`src/vsl_pkg.sv`:
```
package vsl_pkg;

	// ----------------------------------------------------------------
	// Bus widths and command codes
	// ----------------------------------------------------------------
	localparam int ADDR_W = 26;
	localparam int DATA_W = 16;

	localparam logic [7:0]  CMD_RESET       = 8'hF0;
	localparam logic [7:0]  CMD_SR_READ     = 8'h70;
	localparam logic [7:0]  CMD_SR_CLEAR    = 8'h71;
	localparam logic [7:0]  CMD_EXIT_ENTRY  = 8'h90;
	localparam logic [7:0]  CMD_EXIT        = 8'h00;
	localparam logic [7:0]  CMD_SET_ENTRY   = 8'hA0;
	localparam logic [7:0]  CMD_LOCK_SET    = 8'h00;
	localparam logic [7:0]  CMD_LOCK_CLEAR  = 8'h01;
	localparam logic [11:0] ADDR_UNLOCK     = 12'h555;
	// Overlay entry code is a local choice, the entry sequence is outside this block
	localparam logic [7:0]  CMD_ENTER       = 8'hE0;

	// ----------------------------------------------------------------
	// Bus cycle timing (cycles of the 100 MHz clock)
	// ----------------------------------------------------------------
	localparam int CLK_NS        = 10;
	localparam int STROBE_NS     = 60;
	localparam int STROBE_CYCLES = (STROBE_NS + CLK_NS - 1) / CLK_NS;
	localparam int RECOVER_NS    = 30;
	localparam int RECOVER_CYCLES = (RECOVER_NS + CLK_NS - 1) / CLK_NS;

	// ----------------------------------------------------------------
	// Host operations and overlay states
	// ----------------------------------------------------------------
	typedef enum logic [2:0] {
		VSL_OP_ENTER     = 3'h0,
		VSL_OP_READ_LOCK = 3'h1,
		VSL_OP_READ_STAT = 3'h2,
		VSL_OP_CLR_STAT  = 3'h3,
		VSL_OP_SET_LOCK  = 3'h4,
		VSL_OP_CLR_LOCK  = 3'h5,
		VSL_OP_EXIT      = 3'h6,
		VSL_OP_ABORT     = 3'h7
	} vsl_op_t;

	typedef enum logic [2:0] {
		VSL_ST_READ      = 3'h0,
		VSL_ST_OVERLAY   = 3'h1,
		VSL_ST_STAT_RD   = 3'h2,
		VSL_ST_SET_CLEAR = 3'h3,
		VSL_ST_EXIT_PEND = 3'h4
	} vsl_state_t;

	typedef struct packed {
		vsl_op_t             op;
		logic [ADDR_W-1:0]   sector_addr;
	} vsl_req_t;

	typedef struct packed {
		logic                we;
		logic [ADDR_W-1:0]   addr;
		logic [DATA_W-1:0]   data;
	} vsl_cyc_t;

endpackage : vsl_pkg
```
`src/vsl_bus_cycle.sv`:
```
`timescale 1ns/1ps
module vsl_bus_cycle
	import vsl_pkg::*;
#(
	parameter int STROBE = STROBE_CYCLES,
	parameter int RECOVER = RECOVER_CYCLES
) (
	// Clock and reset
	input  wire logic                i_sys_clk,
	input  wire logic                i_rst,
	// Cycle request
	input  wire logic                i_start,
	input  wire vsl_cyc_t            i_cyc,
	output logic                     o_ready,
	output logic                     o_done,
	output logic [DATA_W-1:0]        o_rdata,
	// Flash pins
	output logic                     o_ce_n,
	output logic                     o_oe_n,
	output logic                     o_we_n,
	output logic [ADDR_W-1:0]        o_addr,
	output logic [DATA_W-1:0]        o_dq_out,
	output logic                     o_dq_oe,
	input  wire logic [DATA_W-1:0]   i_dq_in
);

	// ----------------------------------------------------------------
	// One asynchronous cycle: strobe low for STROBE, then recovery
	// ----------------------------------------------------------------
	logic [7:0]        cnt_reg, cnt_next;
	typedef enum logic [1:0] {
		VSL_PH_IDLE    = 2'h0,
		VSL_PH_STROBE  = 2'h1,
		VSL_PH_RECOVER = 2'h2
	} vsl_phase_t;

	vsl_phase_t        ph_reg, ph_next;
	vsl_cyc_t          cyc_reg, cyc_next;
	logic [DATA_W-1:0] rd_reg, rd_next;
	logic              done_reg, done_next;

	always_comb begin
		cnt_next  = cnt_reg;
		ph_next   = ph_reg;
		cyc_next  = cyc_reg;
		rd_next   = rd_reg;
		done_next = 1'b0;
		unique case (ph_reg)
			VSL_PH_IDLE: begin
				if (i_start) begin
					cyc_next = i_cyc;
					cnt_next = 8'(STROBE - 1);
					ph_next  = VSL_PH_STROBE;
				end
			end
			VSL_PH_STROBE: begin
				if (cnt_reg == 8'h00) begin
					// Data latched at end of strobe, before OE# rises
					if (!cyc_reg.we)
						rd_next = i_dq_in;
					cnt_next = 8'(RECOVER - 1);
					ph_next  = VSL_PH_RECOVER;
				end else begin
					cnt_next = cnt_reg - 8'h01;
				end
			end
			VSL_PH_RECOVER: begin
				if (cnt_reg == 8'h00) begin
					done_next = 1'b1;
					ph_next   = VSL_PH_IDLE;
				end else begin
					cnt_next = cnt_reg - 8'h01;
				end
			end
			default: ph_next = VSL_PH_IDLE;
		endcase
	end

	always_ff @(posedge i_sys_clk or posedge i_rst) begin
		if (i_rst) begin
			cnt_reg  <= 8'h00;
			ph_reg   <= VSL_PH_IDLE;
			cyc_reg  <= '0;
			rd_reg   <= '0;
			done_reg <= 1'b0;
		end else begin
			cnt_reg  <= cnt_next;
			ph_reg   <= ph_next;
			cyc_reg  <= cyc_next;
			rd_reg   <= rd_next;
			done_reg <= done_next;
		end
	end

	assign o_ready  = (ph_reg == VSL_PH_IDLE);
	assign o_done   = done_reg;
	assign o_rdata  = rd_reg;
	assign o_ce_n   = (ph_reg != VSL_PH_STROBE);
	assign o_we_n   = !((ph_reg == VSL_PH_STROBE) && cyc_reg.we);
	assign o_oe_n   = !((ph_reg == VSL_PH_STROBE) && !cyc_reg.we);
	assign o_addr   = cyc_reg.addr;
	assign o_dq_out = cyc_reg.data;
	assign o_dq_oe  = cyc_reg.we && (ph_reg != VSL_PH_IDLE);

endmodule : vsl_bus_cycle

```
`src/vsl_host_ctrl.sv`:
```
`timescale 1ns/1ps
module vsl_host_ctrl
	import vsl_pkg::*;
#(
	parameter int STROBE  = STROBE_CYCLES,
	parameter int RECOVER = RECOVER_CYCLES
) (
	// Clock and reset
	input  wire logic                i_sys_clk,
	input  wire logic                i_rst,
	// Command port
	input  wire logic                i_req_valid,
	input  wire vsl_req_t            i_req,
	input  wire logic                i_erase_suspended,
	output logic                     o_req_ready,
	output logic                     o_rsp_valid,
	output logic [DATA_W-1:0]        o_rsp_data,
	output logic                     o_rsp_err,
	output vsl_state_t               o_state,
	// Flash pins
	output logic                     o_ce_n,
	output logic                     o_oe_n,
	output logic                     o_we_n,
	output logic [ADDR_W-1:0]        o_addr,
	output logic [DATA_W-1:0]        o_dq_out,
	output logic                     o_dq_oe,
	input  wire logic [DATA_W-1:0]   i_dq_in
);

	// ----------------------------------------------------------------
	// Sequencer: each op is a short list of bus cycles
	// ----------------------------------------------------------------
	typedef enum logic [1:0] {
		VSL_SQ_IDLE  = 2'h0,
		VSL_SQ_ISSUE = 2'h1,
		VSL_SQ_WAIT  = 2'h2,
		VSL_SQ_RESP  = 2'h3
	} vsl_seq_t;

	vsl_seq_t          sq_reg, sq_next;
	vsl_state_t        st_reg, st_next;
	vsl_req_t          req_reg, req_next;
	logic [1:0]        step_reg, step_next;
	logic              err_reg, err_next;
	logic              susp_reg, susp_next;
	logic [DATA_W-1:0] data_reg, data_next;

	logic              bc_start;
	logic              bc_ready;
	logic              bc_done;
	logic [DATA_W-1:0] bc_rdata;
	vsl_cyc_t          cyc;
	logic              last;
	logic              legal;

	// Legality of an op against the overlay state the host tracks
	always_comb begin
		unique case (i_req.op)
			VSL_OP_ENTER:     legal = (st_reg == VSL_ST_READ);
			VSL_OP_ABORT:     legal = 1'b1;
			default:          legal = (st_reg == VSL_ST_OVERLAY);
		endcase
	end

	// Cycle for the current step, and whether it is the last one
	always_comb begin
		cyc  = '0;
		last = 1'b1;
		unique case (req_reg.op)
			VSL_OP_ENTER: begin
				// Entry sequence is not part of the overlay table, kept to a plain unlock
				cyc.we = 1'b1;
				cyc.addr = ADDR_W'(ADDR_UNLOCK);
				cyc.data = DATA_W'(CMD_ENTER);
			end
			VSL_OP_READ_LOCK: begin
				cyc.addr = req_reg.sector_addr;
			end
			VSL_OP_READ_STAT: begin
				last = (step_reg == 2'h1);
				cyc.we = (step_reg == 2'h0);
				cyc.addr = ADDR_W'(ADDR_UNLOCK);
				cyc.data = DATA_W'(CMD_SR_READ);
			end
			VSL_OP_CLR_STAT: begin
				cyc.we = 1'b1;
				cyc.addr = ADDR_W'(ADDR_UNLOCK);
				cyc.data = DATA_W'(CMD_SR_CLEAR);
			end
			VSL_OP_SET_LOCK, VSL_OP_CLR_LOCK: begin
				// set/clear entry, then code at sector
				last = (step_reg == 2'h1);
				cyc.we = 1'b1;
				cyc.addr = (step_reg == 2'h0) ? '0 : req_reg.sector_addr;
				cyc.data = (step_reg == 2'h0) ? DATA_W'(CMD_SET_ENTRY) :
					(req_reg.op == VSL_OP_SET_LOCK) ? DATA_W'(CMD_LOCK_SET) : DATA_W'(CMD_LOCK_CLEAR);
			end
			VSL_OP_EXIT: begin
				last = (step_reg == 2'h1);
				cyc.we = 1'b1;
				cyc.data = (step_reg == 2'h0) ? DATA_W'(CMD_EXIT_ENTRY) : DATA_W'(CMD_EXIT);
			end
			VSL_OP_ABORT: begin
				cyc.we = 1'b1;
				cyc.data = DATA_W'(CMD_RESET);
			end
			default: cyc = '0;
		endcase
	end

	// Overlay state after each completed cycle
	always_comb begin
		st_next = st_reg;
		if (bc_done) begin
			unique case (st_reg)
				VSL_ST_READ:
					if (req_reg.op == VSL_OP_ENTER)
						st_next = VSL_ST_OVERLAY;
				VSL_ST_OVERLAY: begin
					if (cyc.we && cyc.data == DATA_W'(CMD_RESET))
						st_next = VSL_ST_READ;
					else if (cyc.we && cyc.data == DATA_W'(CMD_SR_READ))
						st_next = VSL_ST_STAT_RD;
					else if (cyc.we && cyc.data == DATA_W'(CMD_SET_ENTRY))
						st_next = VSL_ST_SET_CLEAR;
					else if (cyc.we && cyc.data == DATA_W'(CMD_EXIT_ENTRY))
						st_next = VSL_ST_EXIT_PEND;
				end
				VSL_ST_STAT_RD:   st_next = VSL_ST_OVERLAY;
				// back to overlay after set or clear
				VSL_ST_SET_CLEAR: if (cyc.we) st_next = VSL_ST_OVERLAY;
				VSL_ST_EXIT_PEND: if (cyc.we && cyc.data == DATA_W'(CMD_EXIT)) st_next = VSL_ST_READ;
				default:          st_next = VSL_ST_READ;
			endcase
			if (req_reg.op == VSL_OP_ABORT)
				st_next = VSL_ST_READ;
		end
	end

	// Request sequencing
	always_comb begin
		sq_next   = sq_reg;
		req_next  = req_reg;
		step_next = step_reg;
		err_next  = err_reg;
		susp_next = susp_reg;
		data_next = data_reg;
		bc_start  = 1'b0;
		unique case (sq_reg)
			VSL_SQ_IDLE: begin
				if (i_req_valid) begin
					req_next  = i_req;
					step_next = 2'h0;
					data_next = '0;
					// illegal ops never reach the pins
					err_next  = !legal;
					sq_next   = legal ? VSL_SQ_ISSUE : VSL_SQ_RESP;
					// suspended variant uses the same codes
					if (i_req.op == VSL_OP_ENTER)
						susp_next = i_erase_suspended;
				end
			end
			VSL_SQ_ISSUE: begin
				if (bc_ready) begin
					bc_start = 1'b1;
					sq_next  = VSL_SQ_WAIT;
				end
			end
			VSL_SQ_WAIT: begin
				if (bc_done) begin
					// lock word or status word returned
					if (!cyc.we)
						data_next = bc_rdata;
					step_next = step_reg + 2'h1;
					sq_next   = last ? VSL_SQ_RESP : VSL_SQ_ISSUE;
				end
			end
			VSL_SQ_RESP: sq_next = VSL_SQ_IDLE;
			default:     sq_next = VSL_SQ_IDLE;
		endcase
	end

	always_ff @(posedge i_sys_clk or posedge i_rst) begin
		if (i_rst) begin
			sq_reg   <= VSL_SQ_IDLE;
			st_reg   <= VSL_ST_READ;
			req_reg  <= '0;
			step_reg <= 2'h0;
			err_reg  <= 1'b0;
			susp_reg <= 1'b0;
			data_reg <= '0;
		end else begin
			sq_reg   <= sq_next;
			st_reg   <= st_next;
			req_reg  <= req_next;
			step_reg <= step_next;
			err_reg  <= err_next;
			susp_reg <= susp_next;
			data_reg <= data_next;
		end
	end

	assign o_req_ready = (sq_reg == VSL_SQ_IDLE);
	assign o_rsp_valid = (sq_reg == VSL_SQ_RESP);
	assign o_rsp_data  = data_reg;
	assign o_rsp_err   = err_reg;
	assign o_state     = st_reg;

	vsl_bus_cycle #(
		.STROBE  (STROBE),
		.RECOVER (RECOVER)
	) u_cycle (
		.i_sys_clk (i_sys_clk),
		.i_rst     (i_rst),
		.i_start   (bc_start),
		.i_cyc     (cyc),
		.o_ready   (bc_ready),
		.o_done    (bc_done),
		.o_rdata   (bc_rdata),
		.o_ce_n    (o_ce_n),
		.o_oe_n    (o_oe_n),
		.o_we_n    (o_we_n),
		.o_addr    (o_addr),
		.o_dq_out  (o_dq_out),
		.o_dq_oe   (o_dq_oe),
		.i_dq_in   (i_dq_in)
	);

	// ----------------------------------------------------------------
	// Checks
	// ----------------------------------------------------------------
	a_abort_to_read: assert property (@(posedge i_sys_clk) disable iff (i_rst)
		bc_done && cyc.we && cyc.data == DATA_W'(CMD_RESET) |=> st_reg == VSL_ST_READ)
		else $error("reset code did not return to array read");
	a_stat_read_back: assert property (@(posedge i_sys_clk) disable iff (i_rst)
		bc_done && st_reg == VSL_ST_STAT_RD |=> st_reg == VSL_ST_OVERLAY)
		else $error("status read did not return to overlay");
	a_exit_pend_hold: assert property (@(posedge i_sys_clk) disable iff (i_rst)
		st_reg == VSL_ST_EXIT_PEND && !(bc_done && cyc.we) |=> st_reg == VSL_ST_EXIT_PEND)
		else $error("exit-pending left without a write");
	a_set_back: assert property (@(posedge i_sys_clk) disable iff (i_rst)
		bc_done && st_reg == VSL_ST_SET_CLEAR && cyc.we |=> st_reg == VSL_ST_OVERLAY)
		else $error("set/clear did not return to overlay");
	a_illegal_quiet: assert property (@(posedge i_sys_clk) disable iff (i_rst)
		sq_reg == VSL_SQ_IDLE && i_req_valid && !legal |=> sq_reg == VSL_SQ_RESP && o_rsp_err && o_ce_n)
		else $error("illegal op reached the bus");
	a_strobe_width: assert property (@(posedge i_sys_clk) disable iff (i_rst)
		$fell(o_ce_n) |-> !o_ce_n [*6])
		else $error("strobe shorter than minimum");
	c_lock_set: cover property (@(posedge i_sys_clk) disable iff (i_rst)
		o_rsp_valid && req_reg.op == VSL_OP_SET_LOCK && !o_rsp_err);
	c_stat_read: cover property (@(posedge i_sys_clk) disable iff (i_rst)
		o_rsp_valid && req_reg.op == VSL_OP_READ_STAT);
	c_exit: cover property (@(posedge i_sys_clk) disable iff (i_rst)
		o_rsp_valid && req_reg.op == VSL_OP_EXIT && o_state == VSL_ST_READ);
	c_suspended_set: cover property (@(posedge i_sys_clk) disable iff (i_rst)
		o_rsp_valid && susp_reg && req_reg.op == VSL_OP_SET_LOCK);

endmodule : vsl_host_ctrl

```
`config.mk`:
```
export PLATFORM = sky130hd
export DESIGN_NAME = vsl_host_ctrl
export DESIGN_NICKNAME = d
export VERILOG_FILES = /design/src/vsl_pkg.sv /design/src/vsl_bus_cycle.sv /design/src/vsl_host_ctrl.sv
export SDC_FILE = /design/constraint.sdc
export NUM_CORES = 1
export LEC_CHECK = 0
export BUFFER_PORTS_ARGS = -buffer_cell sky130_fd_sc_hd__buf_2
export CAP_MARGIN = 20
export CORE_ASPECT_RATIO = 2
export CORE_MARGIN = 10
export CORE_UTILIZATION = 49
export CTS_CLUSTER_SIZE = 40
export DETAILED_ROUTE_END_ITERATION = 10
export PLACE_DENSITY = 0.84
export SYNTH_ARGS = -nofsm -noshare
export SYNTH_HDL_FRONTEND = slang
export SYNTH_SLANG_ARGS = --single-unit
```
`constraint.sdc`:
```
create_clock -name i_sys_clk -period 4.67 [get_ports i_sys_clk]
set_input_delay 0.467 -clock i_sys_clk [delete_from_list [all_inputs] [get_ports i_sys_clk]]
set_output_delay 0.467 -clock i_sys_clk [all_outputs]
set_load 0.01 [all_outputs]
```
======== Yosys cells after proc, flatten, opt, wreduce, memory -nomap -nowiden ========
Index checks and enable logic that the tools add are counted.
Widths: inputs -> output; s select.
word-level totals
  flip-flop bits (word level) ............. 123
  input port bits ......................... 49
operators by class
  $add $sub $neg .......................... 2
  reductions and logical operators ........ 36
  multiplexer cells ....................... 43
  bitwise gates (word level) .............. 1
  equal/unequal tests ..................... 35
operators with widths
  operator             number
  $pmux 26 s3          1
  $eq 16x8->1 const B  3
  $mux 16              3
  $pmux 8 s6           1
  $mux 8               5
  $pmux 16 s2          1
  $mux 26              1
  $mux 3               8
  $pmux 8 s3           1
  $mux 2               10
  $eq 3x3->1 const B   6
  $eq 16x7->1 const B  1
  $logic_not 16->1     1
  $pmux 3 s5           1
  $reduce_and 3->1     5
  $eq 3x2->1 const B   4
  $ne 2x2->1 const B   5
  $logic_not 3->1      3
  $logic_and 1x1->1    8
  $logic_not 8->1      1
  $ne 2x1->1 const B   4
  $pmux 2 s4           1
  $sub 8x1->8 const B  1
  $eq 2x1->1 const B   3
  other kinds (22)     39

======== Depth between registers and ports, before layout ========
Gate-level depths: netlist (run 1).
  depth in word-level cells ............... 12
  mapped depth ............................ 10
  mapped depth without buffers ............ 8

======== Modules after synthesis ========
From an unflattened synthesis (run 1), not the netlist that was laid out.
unflattened totals
  cell total of the unflattened synthesis .. 520
  area, all modules ....................... 6010.8 um2
modules (own cells, without submodules)
  module         times used  area an instance (um2)  cells an instance
  vsl_bus_cycle  1           3281.9                  252
  vsl_host_ctrl  1           2728.9                  268

======== Worst setup path before layout (run 1) ========
Ideal clock, no wire load.
  path type ............................... register to register
  start ................................... register req_reg[26] (netlist name)
  end ..................................... register st_reg[1], in the netlist o_state[1]
  data required time ...................... 4545 ps
  period minus slack after synthesis ...... 2247 ps
  stages on the path, launching flop included .. 9
  setup slack ............................. 2423 ps
  arrival time ............................ 2122 ps
  path buffers ............................ 1
  cells stage by stage .................... dfrtp_1 inv_1 ha_1 buf_8 or4_4 mux2_4 o21ai_4 o211ai_2 mux2_4
between the ends
  word-level cells in the longest chain between the ends .. 11
  elaborated cells on any way between the ends .. 33
  classes of those cells .................. eq/ne: 14; mux: 9; reduce/logical: 10
ends and longest elaborated chain
  element                 line                                      RTL
  start, declared         vsl_host_ctrl.sv:42                       vsl_req_t req_reg, req_next;
  start signal, assigned  vsl_host_ctrl.sv:195                      req_reg <= req_next;
  $eq 3x3->1              vsl_host_ctrl.sv:69, vsl_host_ctrl.sv:96
  $mux 1                  vsl_host_ctrl.sv:96                       (req_reg.op == VSL_OP_SET_LOCK) ? DATA_W'(CMD_LOCK_SET) : DATA_W'(CMD_LOCK_CLEAR);
  $mux 8                  vsl_host_ctrl.sv:95                       cyc.data = (step_reg == 2'h0) ? DATA_W'(CMD_SET_ENTRY) :
  $pmux 8 s6              vsl_host_ctrl.sv:69                       unique case (req_reg.op)
  $eq 16x8->1             vsl_host_ctrl.sv:124                      else if (cyc.we && cyc.data == DATA_W'(CMD_SET_ENTRY))
  $logic_and 1x1->1       vsl_host_ctrl.sv:124
  $mux 3                  vsl_host_ctrl.sv:124
  $mux 3                  vsl_host_ctrl.sv:122                      else if (cyc.we && cyc.data == DATA_W'(CMD_SR_READ))
  $mux 3                  vsl_host_ctrl.sv:120                      if (cyc.we && cyc.data == DATA_W'(CMD_RESET))
  $pmux 3 s5              vsl_host_ctrl.sv:115                      unique case (st_reg)
  $mux 3                  vsl_host_ctrl.sv:135                      if (req_reg.op == VSL_OP_ABORT)
  end signal, assigned    vsl_host_ctrl.sv:194                      st_reg <= st_next;
  end, declared           vsl_host_ctrl.sv:41                       vsl_state_t st_reg, st_next;
Several ways; a longest one is shown, not always the timed one.
A chain may end at the register's enable or synchronous reset.

======== Final worst setup path (run 1) ========
Same ends and word-level chain as after synthesis.

==> flow_summary.ini, run 1 <==
[outcome]
run_status = complete, no violations

[detailed_routing]
detailedRoute.firstIterationViolations = 145
drt_drc = 0
route.final.wire_length_mm = 12.1
drtPass1Iterations = 4
dr_total_vias = 3851
route.detailed.wl_per_inst_um = 17.2
ant_nets = 0
vias_per_cell = 5.47

[critical_path]
critical_path.slowest_cell = sky130_fd_sc_hd__dfrtp_1
delay_contributed_by_the_slowest_stage_of_the_critical_path_ps = 430
cp_num_buf_inv = 1
setup.worst_path.end_class = flip-flop
crit_path_cell_trace = inv_1, ha_1, a21oi_1, o21a_1, or2b_1, a32oi_1, o211ai_2, mux2_4
worstPathArrival_ps = 2870
critPathLaunchType = flip-flop
path_max_fanout = 10
setup.worst_path.class = reg2reg
worst_path_dominant_cell_family = compound AO/OA/AOI/OAI gates
worst_ep_required_time_ps = 4920

[layout]
layout.filler_cells = 966
nNetsFinal = 616
largest_register_ff_count = 29
area_growth_pct = 12.8
mostFrequentLayoutCells = 112 x sky130_fd_sc_hd__dfrtp_1, 104 x sky130_fd_sc_hd__buf_2, 37 x sky130_fd_sc_hd__o21ai_0
post_route_cells_drive_above_1_share_pct = 30.4
final_common_cell = sky130_fd_sc_hd__dfrtp_1
finalInstanceArea_um2 = 6070

[power]
leakage_nw = 2.95
ir_drop_v = 0.000322
pwr_cell_area_nw_per_um2 = 610
combPwrFrac_pct = 37.6
switching_share_pct = 38.4
p_clk_share_pct = 20.9
seqPwrFrac_pct = 41.5
cell_internal_pwr_w = 0.00228
total_switching_power_w = 0.00142

[place]
dpl-instance-area_um2 = 5740
place_congestion = 0.873
detailed_place_hpwl_mm = 9.09
numPortBuffers = 104
detailedPlace.worstSlack_ps = 2140

[die]
start_util_pct = 49.8
standard_cell_core_area_um2 = 10800
rows = 54
fp.dieH_um = 168
die_w_um = 94.1
i_o_pins = 117
die_area_um2 = 15800

[synth]
mapped_cells = 487
ys.warnings.count = 0
post_synth_num_cell_types = 57
synth.yosys.seq_area_share_pct = 52.1
synthesis.area_per_instance_um2 = 11.0
yosys_register_bits = 112
synth-edff-count = 0
ys_async_sr_fraction_pct = 100
synthFlopType = sky130_fd_sc_hd__dfrtp_1
mappedNetlistArea_um2 = 5380

[run]
max_cap_violations = 0

[cts]
cts.path.max_buffers = 2
cts_num_sinks = 112
cts_inserted_buffers = 9
root_cell_of_the_clock_tree = sky130_fd_sc_hd__clkbuf_16
cts.reportedPaths.clkPinSlew_ps = 80
resized_cells_post_cts = 0
cts_hold_buf = 0
clk_latency_ps = 360
cts-htree-levels = 3
clock_tree_from_tritoncts = done
post-cts-setup-buffers = 0

[sta]
max_slew.worst_pin.slew_ps = 889
report.final.hold_viol_count = 0
final.setup.worst_slack_ps = 2050
fmax_mhz = 382
finalSetupTns_ps = 0
setup_viol = 0
slew_headroom_pct = 40.7
skew_ps = 9.88
final.min_clock_period_ps = 2620
pins_over_their_slew_limit = 0
rsz0062_at_grt = false
post-route-period-util_pct = 56.1

[grt]
grt_pass1_wl_mm = 19.9
grt_pass1_vias = 4048
grt_antenna_before_repair = 5
globalRouteOverflowTotal = 0
global_route.usage.total_pct = 15.7
grt_start_max_net_pins = 74

[worst_hold_path]
min_path_type = in2async
-- worst register-to-register path, delay by kind of cell (launching register included) --
kind,cells,cell delay (ps)
buffers and inverters,1,140
muxes,1,320
and+or+nand+nor,1,340
adders and majority gates,1,390
DFF,1,430
AOI/OAI and AO/OA,4,890
-- power groups by stage --
stage               sequential [W]  combinational [W]  clock, W
floorplan                  0.00150            0.00110         0
global placement           0.00152            0.00131         0
detailed placement         0.00155            0.00139         0
CTS                        0.00154            0.00140  0.000798
global route               0.00158            0.00154  0.000835
finish                     0.00154            0.00139  0.000773
-- cell usage after synthesis (2+ instances only) --
cell / count / area, µm²
sky130_fd_sc_hd__nor4_1: 2 / 12.5
sky130_fd_sc_hd__inv_1: 29 / 109
sky130_fd_sc_hd__o211ai_1: 2 / 15.0
sky130_fd_sc_hd__o31ai_1: 3 / 22.5
sky130_fd_sc_hd__ha_1: 12 / 150
sky130_fd_sc_hd__o22ai_1: 2 / 12.5
sky130_fd_sc_hd__nor3_1: 4 / 20.0
sky130_fd_sc_hd__a211oi_1: 2 / 15.0
sky130_fd_sc_hd__o21ai_0: 37 / 185
sky130_fd_sc_hd__o21a_1: 5 / 37.5
sky130_fd_sc_hd__o21ai_1: 6 / 30.0
sky130_fd_sc_hd__mux2_1: 16 / 180
sky130_fd_sc_hd__nand3_1: 20 / 100
sky130_fd_sc_hd__a21oi_1: 21 / 105
sky130_fd_sc_hd__nor2b_1: 4 / 25.0
sky130_fd_sc_hd__nand2_1: 22 / 82.6
sky130_fd_sc_hd__mux2_4: 2 / 30.0
sky130_fd_sc_hd__a22o_1: 21 / 184
sky130_fd_sc_hd__buf_4: 44 / 330
sky130_fd_sc_hd__nand2b_1: 8 / 50.1
sky130_fd_sc_hd__mux2_2: 28 / 315
sky130_fd_sc_hd__nor2_1: 24 / 90.1
sky130_fd_sc_hd__mux2i_1: 3 / 30.0
sky130_fd_sc_hd__a21o_1: 2 / 15.0
sky130_fd_sc_hd__dfrtp_1: 112 / 2800
sky130_fd_sc_hd__xor2_1: 4 / 35.0
sky130_fd_sc_hd__a31oi_1: 4 / 25.0
sky130_fd_sc_hd__or4_4: 2 / 22.5
sky130_fd_sc_hd__or4_1: 2 / 15.0
sky130_fd_sc_hd__and2_1: 2 / 12.5
sky130_fd_sc_hd__clkbuf_1: 12 / 45.0
sky130_fd_sc_hd__buf_2: 5 / 25.0
-- kinds of logic after synthesis --
kind of cell	Yosys count	share of synthesized area, %
AOI/OAI and AO/OA	115	14.0
DFF	112	52.1
and+or+nand+nor	101	10.0
buffers and inverters	93	10.0
muxes	49	10.3
adders and majority gates	12	2.79
xor gates and xnor gates	4	0.651
other	1	0.0697
-- metal layers --
metal | global-route usage [%] | part of all wire (%) | routed length (µm) | up-vias
met5 | 0 | 0.058 | 7 | -
met4 | 8.57 | 3.4 | 409 | 2
met3 | 5.30 | 6.6 | 800 | 30
met2 | 27.8 | 55 | 6610 | 119
met1 | 15.3 | 35 | 4260 | 1923
li1 | - | - | - | 1777
-- path summary, 6_finish.rpt --
| kind | from | endpoint | slack (ps) | depth (start not counted) |
|---|---|---|---|---|
| worst max-delay path | req_reg[26] | o_state[1] | 2050 | 8 |
| worst min register to register | u_cycle.o_addr[8] | u_cycle.o_addr[8] | 480 | 2 |
| min in group i_sys_clk | i_dq_in[6] | u_cycle.o_rdata[6] | 330 | 2 |
| worst min-delay path | i_rst | u_cycle.o_rdata[6] | 280 | 2 |
| worst max register to register | req_reg[26] | o_state[1] | 2050 | 8 |
| max in group asynchronous | i_rst | req_reg[11] | 3290 | 3 |
-- through the flow --
stage / instances / util, % / hold WS, ps / power (W)
4_1_cts: 700 / 56.0 / 310 / 0.00373
6_report: 704 / 56.1 / 280 / 0.00370
5_1_grt: 703 / 56.1 / 315 / 0.00396
3_5_place_dp: 684 / 53.1 / 466 / 0.00294
2_1_floorplan: 497 / - / 451 / 0.00260
3_3_place_gp: 683 / 53.0 / 456 / 0.00284
-- area by class of cell --
class	count	area (µm²)	share of cell area (%)
antenna	4	10.0	0.165
clock buffer	9	225	3.71
clock inverter	7	88.8	1.46
inverter	30	115	1.90
multi-input combinational	292	2080	34.2
sequential	112	2800	46.2
tap	140	175	2.89
timing repair buffer	110	573	9.44
Note: power is estimated with default switching activity, not from simulation.
==> run 2, diff against run 1 <==
--- a/config.mk
+++ b/config.mk
@@ -5,6 +5,7 @@
 export SDC_FILE = /design/constraint.sdc
 export NUM_CORES = 1
 export LEC_CHECK = 0
+export ABC_AREA = 1
 export BUFFER_PORTS_ARGS = -buffer_cell sky130_fd_sc_hd__buf_2
 export CAP_MARGIN = 20
 export CORE_ASPECT_RATIO = 2
@@ -12,7 +13,7 @@
 export CORE_UTILIZATION = 49
 export CTS_CLUSTER_SIZE = 40
 export DETAILED_ROUTE_END_ITERATION = 10
-export PLACE_DENSITY = 0.84
+export PLACE_DENSITY = 0.87
 export SYNTH_ARGS = -nofsm -noshare
 export SYNTH_HDL_FRONTEND = slang
 export SYNTH_SLANG_ARGS = --single-unit
==> constraint.sdc (replaced) <==
create_clock -name i_sys_clk -period 2.25 [get_ports i_sys_clk]
set_input_delay 0.225 -clock i_sys_clk [delete_from_list [all_inputs] [get_ports i_sys_clk]]
set_output_delay 0.225 -clock i_sys_clk [all_outputs]
set_load 0.01 [all_outputs]
==> run 2 against run 1 <==
  * First-iteration DRC count increased by 27%
  * Utilization increased by 0.50 points
  * Cell area increased by 2.1%
  * Area after synthesis increased by 2.6%
  * Largest cell class unchanged
  * Highest routed layer unchanged
==> flow_summary.ini, run 2 <==
[grt]
grt_pass1_wl_mm = 20.4
globalRouteOverflowTotal = 0
grt_antenna_before_repair = 2
grt_start_max_net_pins = 113
global_route.usage.total_pct = 15.5
grt_pass1_vias = 4338

[layout]
final-seq-area_um2 = 2800
finalNonFillerCells = 854
area_growth_pct = 12.3
final_common_cell = sky130_fd_sc_hd__nand2_1
multiInputGateArea_um2 = 2100
nNetsFinal = 769
finalInstanceArea_um2 = 6200
layout.filler_cells = 1007
post_route_cells_drive_above_1_share_pct = 22.9
mostFrequentLayoutCells = 197 x sky130_fd_sc_hd__nand2_1, 112 x sky130_fd_sc_hd__dfrtp_1, 104 x sky130_fd_sc_hd__buf_2
largest_register_ff_count = 29

[sta]
setup_viol = 0
rsz0062_at_grt = false
fmax_mhz = 507
post-route-period-util_pct = 87.6
finalSetupTns_ps = 0
pins_over_their_slew_limit = 0
skew_ps = 9.81
final.min_clock_period_ps = 1970
whs_ps = 55.5
report.final.hold_viol_count = 0
slew_headroom_pct = 52.9
max_slew.worst_pin.slew_ps = 706

[cts]
clk_latency_ps = 340
cts-htree-levels = 3
clock_tree_from_tritoncts = done
cts.path.max_buffers = 2
root_cell_of_the_clock_tree = sky130_fd_sc_hd__clkbuf_16
cts_num_sinks = 112
resized_cells_post_cts = 0
cts_inserted_buffers = 9
post-cts-setup-buffers = 0
cts_hold_buf = 0
cts.reportedPaths.clkPinSlew_ps = 80

[run]
max_cap_violations = 0

[critical_path]
cp_num_buf_inv = 1
crit_path_cell_trace = inv_1, ha_1, nand2_1, nand4_2, o21ai_1, a21oi_4, nand2_1, nand2_1, and2_1
critical-path-top-cell-by-count = sky130_fd_sc_hd__nand2_1
critical_path.slowest_cell = sky130_fd_sc_hd__dfrtp_1
delay_contributed_by_the_slowest_stage_of_the_critical_path_ps = 430
reg2reg_to = o_state[2]
worst_path_dominant_cell_family = simple AND/OR/NAND/NOR gates
setup.worst_path.class = reg2reg
reg2reg_setup_slack_ps = 280
worst_ep_required_time_ps = 2480
path_max_fanout = 8
setup.worst_path.end_class = flip-flop
critPathLaunchType = flip-flop
worst_r2r_startpoint = req_reg[26]
worstPathArrival_ps = 2210
r2r.worst_path.cells = 9

[die]
standard_cell_core_area_um2 = 10900
die_area_um2 = 16200
rows = 54
i_o_pins = 117
start_util_pct = 50.4
fp.dieH_um = 170
die_w_um = 95.0

[detailed_routing]
vias_per_cell = 4.93
route.final.wire_length_mm = 12.4
ant_nets = 0
detailedRoute.firstIterationViolations = 184
route.detailed.wl_per_inst_um = 14.6
drt_drc = 0
drtPass1Iterations = 4
dr_total_vias = 4208

[synth]
yosys_register_bits = 112
synth_top_cell_area_share_pct = 50.8
synthDominantAreaCellType = sky130_fd_sc_hd__dfrtp_1
ys_async_sr_fraction_pct = 100
synthFlopType = sky130_fd_sc_hd__dfrtp_1
synthesis.area_per_instance_um2 = 8.65
mappedNetlistArea_um2 = 5520
netlist_top_cells_area = sky130_fd_sc_hd__dfrtp_1 51%, sky130_fd_sc_hd__nand2_1 13%, sky130_fd_sc_hd__buf_4 6.0%, sky130_fd_sc_hd__nand3_1 5.2%, sky130_fd_sc_hd__inv_1 4.1%
synth-edff-count = 0
ys.warnings.count = 0
synth_common_cells = 197 x sky130_fd_sc_hd__nand2_1, 112 x sky130_fd_sc_hd__dfrtp_1, 61 x sky130_fd_sc_hd__inv_1
post_synth_num_cell_types = 39
most_frequent_cell_after_synthesis = sky130_fd_sc_hd__nand2_1
mapped_cells = 638
synth.yosys.seq_area_share_pct = 50.8

[power]
leakage_nw = 3.41
ir_drop_v = 0.000757
pwr_cell_area_nw_per_um2 = 1320

[place]
numPortBuffers = 104
detailed_place_hpwl_mm = 9.08
dpl-instance-area_um2 = 5910
place_congestion = 0.819
post-place-cells = 837

[outcome]
run_status = complete, no violations

[worst_hold_path]
min_path_type = in2async
-- run 2: cell types whose count changed after synthesis, moves of 10 or more --
cell	change
sky130_fd_sc_hd__a21oi_1	-10
sky130_fd_sc_hd__mux2_2	-22
sky130_fd_sc_hd__nand3_1	+37
sky130_fd_sc_hd__inv_1	+32
sky130_fd_sc_hd__a22o_1	-21
sky130_fd_sc_hd__mux2_1	-16
sky130_fd_sc_hd__nand2_1	+175
-- run 2: tightest hold or removal path: cells and delay by family --
kind	cells	cell delay [ps]
buf+inv	3	630
-- run 2: power breakdown --
part	switching, W	internal (W)
clock network	0.000745	0.000798
registers	0.000475	0.00278
logic	0.00214	0.00124
-- run 2: kinds of logic after synthesis --
family	Yosys count	share of synthesized area [%]
xor gates and xnor gates	2	0.318
AOI/OAI and AO/OA	62	6.37
DFF	112	50.8
muxes	16	3.95
buffers and inverters	126	12.0
other	1	0.0680
adders and majority gates	12	2.72
and+or+nand+nor	307	23.8
-- run 2: how the worst max path moves through the flow --
stage | from | end | slack [ps] | depth (start not counted)
after global placement | req_reg[26] | o_state[2] | 350 | 9
after global routing | req_reg[26] | u_cycle.o_addr[23] | 20 | 8
after detailed placement | req_reg[26] | u_cycle.o_addr[23] | 310 | 8
after CTS | req_reg[26] | u_cycle.o_addr[23] | 270 | 8
final | req_reg[26] | o_state[2] | 280 | 9
after floorplan | req_reg[26] | o_state[2] | 540 | 9
-- run 2: layer usage --
metal	global-route usage, %	wire length [µm]
met5	0	13
met4	6.22	216
met3	4.10	850
met2	27.5	6530
met1	16.9	4840
-- run 2: cell type report --
cell class	instances	share of cell area [%]
diodes	1	0.0404
clock buffers	10	3.86
clock inverters	6	0.828
inverters	64	3.98
multi-input cells	410	33.8
flip-flops and latches	112	45.2
well taps	140	2.83
repair buffers	111	9.45
-- run 2: through the flow --
| step | util [%] | setup WS (ps) | power [W] |
|---|---|---|---|
| 6_report | 56.6 | 278 | 0.00818 |
| 5_1_grt | 56.6 | 19.2 | 0.00884 |
| 4_1_cts | 56.6 | 273 | 0.00825 |
| 3_5_place_dp | 54.0 | 306 | 0.00666 |
| 3_3_place_gp | 54.0 | 348 | 0.00654 |
| 2_1_floorplan | - | 536 | 0.00583 |
